--- src/design/sucm_pkg.sv ---
// Package with the register map, field layout and types of the serial clock and mode block.
package sucm_pkg;
  // Register offsets are kept as word indices; the byte address is four times the index.
  localparam int unsigned IDX_W = 20;
  localparam logic [19:0] IDX_MODE0 = 20'hf0590;
  localparam logic [19:0] IDX_MODE1 = 20'hf0592;
  localparam logic [19:0] IDX_PRESC = 20'hf05a6;
  localparam logic [19:0] IDX_CTRL = 20'hf05b0;
  localparam logic [19:0] IDX_START = 20'hf05b2;
  localparam logic [19:0] IDX_STOP = 20'hf05b4;
  localparam logic [19:0] IDX_RUN = 20'hf05b6;
  // Reset values and writable bits.
  localparam logic [15:0] MODE_RST = 16'h0020;
  localparam logic [15:0] PRESC_RST = 16'h0000;
  localparam logic [15:0] MODE0_WMASK = 16'h0023;
  localparam logic [15:0] MODE1_WMASK = 16'h0163;
  localparam logic [15:0] MODE_MD_MASK = 16'h0001;
  localparam int MD_BIT = 0;
  localparam int SIS_BIT = 6;
  localparam int STS_BIT = 8;
  localparam int CTRL_EN_BIT = 0;
  localparam int CODE_W = 4;
  localparam int DIV_W = 15;
  localparam int NCH = 2;
  // Without the PLL the peripheral clock is eight times slower, so three fewer halvings.
  localparam logic [3:0] NONPLL_SHIFT = 4'h3;
  localparam logic [3:0] CODE_ZERO = 4'h0;
  localparam logic [DIV_W-1:0] DIV_ONE = 15'h0001;
  localparam logic [DIV_W-1:0] DIV_ZERO = 15'h0000;
  localparam logic [31:0] DAT_ZERO = 32'h0000_0000;

  typedef struct packed {
    logic sts;
    logic sis;
    logic md;
  } sucm_mode_t;
endpackage

--- src/design/sucm_config.sv ---
// Prescaler, channel mode registers, start arming and interrupt pulses of the serial unit.
//
// Notes on behaviour
// - A 16-bit prescaler register; bits 3 to 0 pick one shared operation clock.
// - With the PLL, operation clock is peripheral clock over two to the power of the code.
// - Codes 3 to 15 keep their frequency whether or not the PLL is used.
// - Reset clears the prescaler to zero, giving the undivided peripheral clock.
// - Prescaler accepts a full 16-bit write or a write of the low byte alone.
// - Reset loads each channel mode register with 0020h.
// - Mode registers are locked while the channel runs, except the interrupt-source bit.
// - Channel 1 start trigger: 0 is software only, 1 is receive pin edge.
// - A transfer begins only after the start bit is set and the trigger follows.
// - Invert bit 0 starts on falling edge, data as is; 1 rising, inverted.
// - Interrupt source bit 0 means transfer end, 1 means buffer empty.
// - Mode registers take only whole 16-bit writes.
// - With the unit clock disabled, the unit is held in reset and ignores writes.
//
// Local design decision: the Wishbone interface to the registers.
`timescale 1ns/10ps
module sucm_config
  import sucm_pkg::*;
#(
  parameter int AW = 22
)
(
  // Clock and reset.
  input wire logic sys_clk_i,
  input wire logic rst_i,
  // Wishbone slave.
  input wire logic cyc_i,
  input wire logic stb_i,
  input wire logic we_i,
  input wire logic [AW-1:0] adr_i,
  input wire logic [3:0] sel_i,
  input wire logic [31:0] dat_i,
  output logic [31:0] dat_o,
  output logic ack_o,
  // Peripheral clock source and receive pin.
  input wire logic clk_src_pll_i,
  input wire logic receive_input_pin_i,
  // Events from the channel datapaths.
  input wire logic [NCH-1:0] xfer_end_i,
  input wire logic [NCH-1:0] buf_empty_i,
  // Outputs to the channel datapaths.
  output logic shared_operation_clock_o,
  output logic unit_reset_o,
  output logic [NCH-1:0] channel_run_flag_o,
  output logic [NCH-1:0] xfer_start_o,
  output sucm_mode_t [NCH-1:0] mode_o,
  output logic [NCH-1:0] irq_o
);

  logic unit_clock_enable_r;
  logic [15:0] presc_r;
  logic [15:0] mode_r [NCH];
  logic [NCH-1:0] run_r;
  logic [NCH-1:0] armed_r;
  logic [NCH-1:0] pend_r;
  logic [DIV_W-1:0] div_cnt_r;
  logic rx_prev_r;
  logic req;
  logic wr;
  logic [IDX_W-1:0] idx;
  logic [31:0] rd_nxt;
  logic [DIV_W-1:0] div_mask;
  logic [NCH-1:0] trig;

  function automatic logic [3:0] div_exp(input logic [3:0] code, input logic pll);
    logic [3:0] e;
    e = CODE_ZERO;
    if (pll)
    begin
      e = code;
    end
    else if (code > NONPLL_SHIFT)
    begin
      e = code - NONPLL_SHIFT;
    end
    return e;
  endfunction

  function automatic logic [15:0] mode_wmask(input int ch);
    return (ch == 0) ? MODE0_WMASK : MODE1_WMASK;
  endfunction

  assign req = cyc_i && stb_i;
  // A write takes effect at the edge where the master samples ack high.
  assign wr = req && we_i && ack_o;
  assign idx = adr_i[IDX_W+1:2];

  // Bus answer: one wait state, ack for one cycle.
  always_ff @(posedge sys_clk_i)
  begin
    if (rst_i)
    begin
      ack_o <= 1'b0;
    end
    else
    begin
      ack_o <= req && !ack_o;
    end
  end

  always_comb
  begin
    rd_nxt = DAT_ZERO;
    if (idx == IDX_MODE0)
    begin
      rd_nxt[15:0] = mode_r[0];
    end
    else if (idx == IDX_MODE1)
    begin
      rd_nxt[15:0] = mode_r[1];
    end
    else if (idx == IDX_PRESC)
    begin
      rd_nxt[15:0] = presc_r;
    end
    else if (idx == IDX_CTRL)
    begin
      rd_nxt[CTRL_EN_BIT] = unit_clock_enable_r;
    end
    else if (idx == IDX_RUN)
    begin
      rd_nxt[NCH-1:0] = run_r;
    end
  end

  always_ff @(posedge sys_clk_i)
  begin
    if (rst_i)
    begin
      dat_o <= DAT_ZERO;
    end
    else if (req && !ack_o && !we_i)
    begin
      dat_o <= rd_nxt;
    end
  end

  // Unit clock enable; this register itself is never gated.
  always_ff @(posedge sys_clk_i)
  begin
    if (rst_i)
    begin
      unit_clock_enable_r <= 1'b0;
    end
    else if (wr && idx == IDX_CTRL && sel_i[0])
    begin
      unit_clock_enable_r <= dat_i[CTRL_EN_BIT];
    end
  end

  always_ff @(posedge sys_clk_i)
  begin
    if (rst_i)
    begin
      unit_reset_o <= 1'b1;
    end
    else
    begin
      unit_reset_o <= !unit_clock_enable_r;
    end
  end

  // Prescaler: only the code field is stored, upper bits read as zero.
  always_ff @(posedge sys_clk_i)
  begin
    if (rst_i || !unit_clock_enable_r)
    begin
      presc_r <= PRESC_RST;
    end
    else if (wr && idx == IDX_PRESC && sel_i[0])
    begin
      presc_r[CODE_W-1:0] <= dat_i[CODE_W-1:0];
    end
  end

  // Mode registers: whole halfword writes only, locked while running except the md bit.
  always_ff @(posedge sys_clk_i)
  begin
    if (rst_i || !unit_clock_enable_r)
    begin
      for (int n = 0; n < NCH; n++)
      begin
        mode_r[n] <= MODE_RST;
      end
    end
    else
    begin
      for (int n = 0; n < NCH; n++)
      begin
        if (wr && idx == ((n == 0) ? IDX_MODE0 : IDX_MODE1) && sel_i[1:0] == 2'b11)
        begin
          if (run_r[n])
          begin
            mode_r[n] <= (mode_r[n] & ~MODE_MD_MASK) | (dat_i[15:0] & MODE_MD_MASK);
          end
          else
          begin
            mode_r[n] <= dat_i[15:0] & mode_wmask(n);
          end
        end
      end
    end
  end

  always_ff @(posedge sys_clk_i)
  begin
    for (int n = 0; n < NCH; n++)
    begin
      if (rst_i)
      begin
        mode_o[n] <= '0;
      end
      else
      begin
        mode_o[n].sts <= mode_r[n][STS_BIT];
        mode_o[n].sis <= mode_r[n][SIS_BIT];
        mode_o[n].md <= mode_r[n][MD_BIT];
      end
    end
  end

  // Shared operation clock as a one-cycle tick every 2**exp peripheral clocks.
  assign div_mask = (DIV_ONE << div_exp(presc_r[CODE_W-1:0], clk_src_pll_i)) - DIV_ONE;

  always_ff @(posedge sys_clk_i)
  begin
    if (rst_i || !unit_clock_enable_r)
    begin
      div_cnt_r <= DIV_ZERO;
      shared_operation_clock_o <= 1'b0;
    end
    else
    begin
      div_cnt_r <= div_cnt_r + DIV_ONE;
      shared_operation_clock_o <= (div_cnt_r & div_mask) == div_mask;
    end
  end

  // Start trigger: channel 0 is software only; channel 1 may wait for a pin edge.
  always_ff @(posedge sys_clk_i)
  begin
    if (rst_i)
    begin
      rx_prev_r <= 1'b1;
    end
    else
    begin
      rx_prev_r <= receive_input_pin_i;
    end
  end

  always_comb
  begin
    trig[0] = 1'b1;
    trig[1] = 1'b1;
    if (mode_r[1][STS_BIT])
    begin
      if (mode_r[1][SIS_BIT])
      begin
        trig[1] = receive_input_pin_i && !rx_prev_r;
      end
      else
      begin
        trig[1] = !receive_input_pin_i && rx_prev_r;
      end
    end
  end

  always_ff @(posedge sys_clk_i)
  begin
    if (rst_i || !unit_clock_enable_r)
    begin
      run_r <= '0;
      armed_r <= '0;
      xfer_start_o <= '0;
    end
    else
    begin
      for (int n = 0; n < NCH; n++)
      begin
        xfer_start_o[n] <= armed_r[n] && trig[n];
        if (wr && idx == IDX_STOP && sel_i[0] && dat_i[n])
        begin
          run_r[n] <= 1'b0;
          armed_r[n] <= 1'b0;
        end
        else if (wr && idx == IDX_START && sel_i[0] && dat_i[n])
        begin
          run_r[n] <= 1'b1;
          armed_r[n] <= 1'b1;
        end
        else if (armed_r[n] && trig[n])
        begin
          armed_r[n] <= 1'b0;
        end
      end
    end
  end

  always_ff @(posedge sys_clk_i)
  begin
    if (rst_i)
    begin
      channel_run_flag_o <= '0;
    end
    else
    begin
      channel_run_flag_o <= run_r;
    end
  end

  // Interrupt events wait for the next tick; a new event beats the clear.
  always_ff @(posedge sys_clk_i)
  begin
    if (rst_i || !unit_clock_enable_r)
    begin
      pend_r <= '0;
      irq_o <= '0;
    end
    else
    begin
      for (int n = 0; n < NCH; n++)
      begin
        pend_r[n] <= (mode_r[n][MD_BIT] ? buf_empty_i[n] : xfer_end_i[n])
                     || (pend_r[n] && !shared_operation_clock_o);
        irq_o[n] <= pend_r[n] && shared_operation_clock_o;
      end
    end
  end
endmodule

--- config.mk ---
export PLATFORM = sky130hd
export DESIGN_NAME = sucm_config
export DESIGN_NICKNAME = d
export VERILOG_FILES = /design/src/design/sucm_pkg.sv /design/src/design/sucm_config.sv
export SDC_FILE = /design/constraint.sdc
export NUM_CORES = 1
export LEC_CHECK = 0
export ABC_AREA = 1
export BUFFER_PORTS_ARGS = -buffer_cell sky130_fd_sc_hd__clkbuf_2
export CORE_MARGIN = 8
export CORE_UTILIZATION = 28
export DETAILED_ROUTE_END_ITERATION = 10
export GPL_TIMING_DRIVEN = 0
export SYNTH_ARGS = -nofsm -noshare
export SYNTH_HDL_FRONTEND = slang
export SYNTH_SLANG_ARGS = --single-unit
--- constraint.sdc ---
create_clock -name sys_clk_i -period 2.13 [get_ports sys_clk_i]
set_input_delay 0.213 -clock sys_clk_i [delete_from_list [all_inputs] [get_ports sys_clk_i]]
set_output_delay 0.213 -clock sys_clk_i [all_outputs]
set_load 0.05 [all_outputs]
==> key figures <==
Timing
  • Setup TNS: 0 ns
  • Maximum clock frequency: 475 MHz
  • Min Hold Slack: 0.117 ns
  • Final min period: 2.11 ns
  • Max-slew violations: 0
  • Final hold violation count: 0
  • Setup violations, final: 0
  • Tcrit/Tclk final: 98.9%
  • Post-route worst setup slack: 0.0234 ns
  • Unrepaired setup endpoints after global routing: yes
  • Worst Max-Slew Pin Slew: 0.593 ns
  • Clock Skew: 0.00731 ns
  • Rel. slew slack: 60.2%

Die
  • Die W: 123 µm
  • Core Region: 11300 µm²
  • Starting Density: 28.3%
  • Die height: 123 µm
  • Num rows: 39
  • IO Count: 116
  • Die area: 15100 µm²

Critical path
  • Crit-path most repeated cell: nor2_1
  • Arrival time worst endpoint: 2.33 ns
  • CP max stage delay: 0.36 ns
  • Worst r2r src: presc_r[1]$_SDFFE_PP0P_
  • Critical path endpoint category: flop
  • CP startpoint kind: flop
  • Critical path type: flop to flop
  • Worst-path cell chain: ha_4, nand2_2, nor2_2, nor2_4, nand2_2, nor2_4, nand2_2, ha_4, nor2_1, nor2_1, o21ai_1, inv_1, nand2_1, inv_1, nand3_2, nor2_1, nand3_1, nor2_1
  • Critical Path RT: 2.35 ns
  • CP startpoint: presc_r[1]$_SDFFE_PP0P_
  • Slowest-stage cell, CP: dfxtp_4
  • CP max FO: 2
  • R2R setup slack: 0.02 ns

Detailed routing
  • Remaining DRCs: 0
  • DR pass1 iterations: 4
  • Iter 0 DRT Violations: 150
  • Routed WL: 8280 µm
  • Via Count: 3147
  • Avg Vias per Cell: 4.41
  • Antenna Nets Post-Route: 0
  • DR WL/cell: 11.6 µm

Layout
  • Fin nets: 641
  • Area Overhead vs Synth: 28.6%
  • # diodes: 0
  • Fraction of layout cells with a size suffix above 1: 27.9%
  • Fillers: 1173

Synth
  • Cells after synthesis: 462
  • Top cell type's share of synthesized area: 29.5%
  • Synth top area cells: dfxtp_1, nand2_1, inv_1
  • Post-synthesis sequential area ratio: 37.0%
  • Post-synth top cells: nand2_1, inv_1, nor2_1
  • Register bit total from synthesis: 55
  • Number of enable flip-flop cells after synthesis: 8
  • Asr flop ratio synth: 0%
  • Distinct cells, synth: 34
  • Mapped Area: 3190 µm²
  • Ys flop type: dfxtp_1
  • Synth warn: 0
  • Synthesized area per cell: 6.91 µm²
  • Count leader, synth: nand2_1
  • Synth area leader: dfxtp_1

Clock tree
  • TritonCTS buffer count: 5
  • Root Driver: clkbuf_16
  • Clock sink total: 55
  • Clk slew on worst S/H paths: 0.08 ns
  • Clk buf depth: 2
  • Clock Latency Late Sink: 0.29 ns
  • CTS H-tree depth: 2
  • Clock tree from TritonCTS: done
  • Hold bufs inserted after CTS: 0

Placement
  • Pre-CTS WS: -0.405 ns
  • GPL Wtd Cong: 0.859
  • Port buffer count: 58
  • Detailed placement HPWL: 6690 µm

GRT
  • Initial antenna violation count: 0
  • GRT Total Usage: 11.0%
  • First-pass GRT wire length: 13600 µm
  • Grt total ovfl: 0
  • Largest net degree at the start of global routing: 21
  • Vias in the first global route: 2970

Worst hold path
  • Hold/Removal Path Class: input port to flop
  • HP Start: receive_input_pin_i

Power
  • Total power: 2.16 mW
  • Pwr/cell area: 526 nW/µm²
  • Static leakage: 1.95 nW
  • Worst vdd ir: 0.409 mV

Status
  • Status: finished clean

Run
  • Max-cap violations: 0
## report_power, final
group          total [mW]  internal, mW  switching [mW]  leakage [nW]
Combinational       0.251        0.0771           0.174          1.40
Clock               0.860         0.453           0.407        0.0772
Sequential           1.05          1.05         0.00176         0.471
## flip-flops by register name, summed over array words and instances (netlist names), 2 cells and up
register,cells
pend_r,2
channel_run_flag_o,2
dat_o,7
run_r,2
armed_r,2
div_cnt_r,15
presc_r,4
xfer_start_o,2
mode_r,8
irq_o,2
mode_o,4
## worst max-delay path, delay by kind of cell (launching register included)
family / cells / cell delay (ns)
and+or+nand+nor: 13 / 0.99
adders and majority gates: 2 / 0.49
DFF: 1 / 0.36
buffers and inverters: 2 / 0.12
AOI/OAI and AO/OA: 1 / 0.08
## final timing paths
kind                                         end  cells past startpoint
max          shared_operation_clock_o$_SDFF_PP0_                     18
min                         rx_prev_r$_SDFF_PP1_                      3
max reg2reg  shared_operation_clock_o$_SDFF_PP0_                     18
min reg2reg           xfer_start_o[0]$_SDFF_PP0_                      2
## logic make-up after synthesis
logic type	count (synthesis)	share of synthesized area, %
and+or+nand+nor	240	36.0
other	1	0.117
buffers and inverters	104	15.7
DFF	55	37.0
xor gates and xnor gates	2	0.548
adders and majority gates	3	1.18
AOI/OAI and AO/OA	57	9.52
## per-stage QoR
step	instances	area, µm²	utilization, %
after floorplan	488	3290	-
after global routing	713	4110	36.4
after CTS	710	4050	35.9
after global placement	689	3760	33.4
after detailed placement	689	3760	33.4
final	713	4110	36.4
## layout by cell type (no fill, tap or decap), drive strengths merged
| cell type | synthesis | routed |
|---|---|---|
| a21oi | 25 | 25 |
| dfxtp | 47 | 47 |
| o21ai | 26 | 26 |
| clkbuf | 2 | 65 |
| ha | 3 | 3 |
| nand3 | 41 | 41 |
| nand3b | 1 | 1 |
| clkinv | 1 | 3 |
| nand2 | 98 | 98 |
| a211oi | 2 | 2 |
| conb | 1 | 27 |
| nand4 | 10 | 10 |
| o21a | 1 | 1 |
| and3 | 1 | 1 |
| buf | 29 | 45 |
| xor2 | 2 | 2 |
| nor4 | 1 | 1 |
| edfxtp | 8 | 8 |
| nor2 | 73 | 73 |
| inv | 72 | 73 |
| o211ai | 3 | 3 |
| nor3 | 15 | 15 |
## area by class of cell
type	instances	area, µm²	share of cell area [%]
multi-input cells	329	1660	40.5
plain buffers	31	226	5.51
flip-flops and latches	55	1190	29.0
inverters	73	274	6.67
repair buffers	74	414	10.1
clock buffers	5	125	3.05
well taps	143	179	4.36
clock inverters	3	33.8	0.823
## metal layers
metal	track usage, %	up-vias	part of all wire, %
li1	-	1636	-
met1	13.9	1425	44
met2	18.8	80	47
met3	2.21	6	7.5
met4	2.74	0	1.1
met5	0	-	0
## what timing repair did
| action | in CTS | in global routing |
|---|---|---|
| gates resized for setup | 10 | 8 |
| setup endpoints to repair | 1 | 1 |
| pin swaps | 9 | 6 |
| buffers inserted | 13 | 3 |
Note: power is estimated with default switching activity, not from simulation.
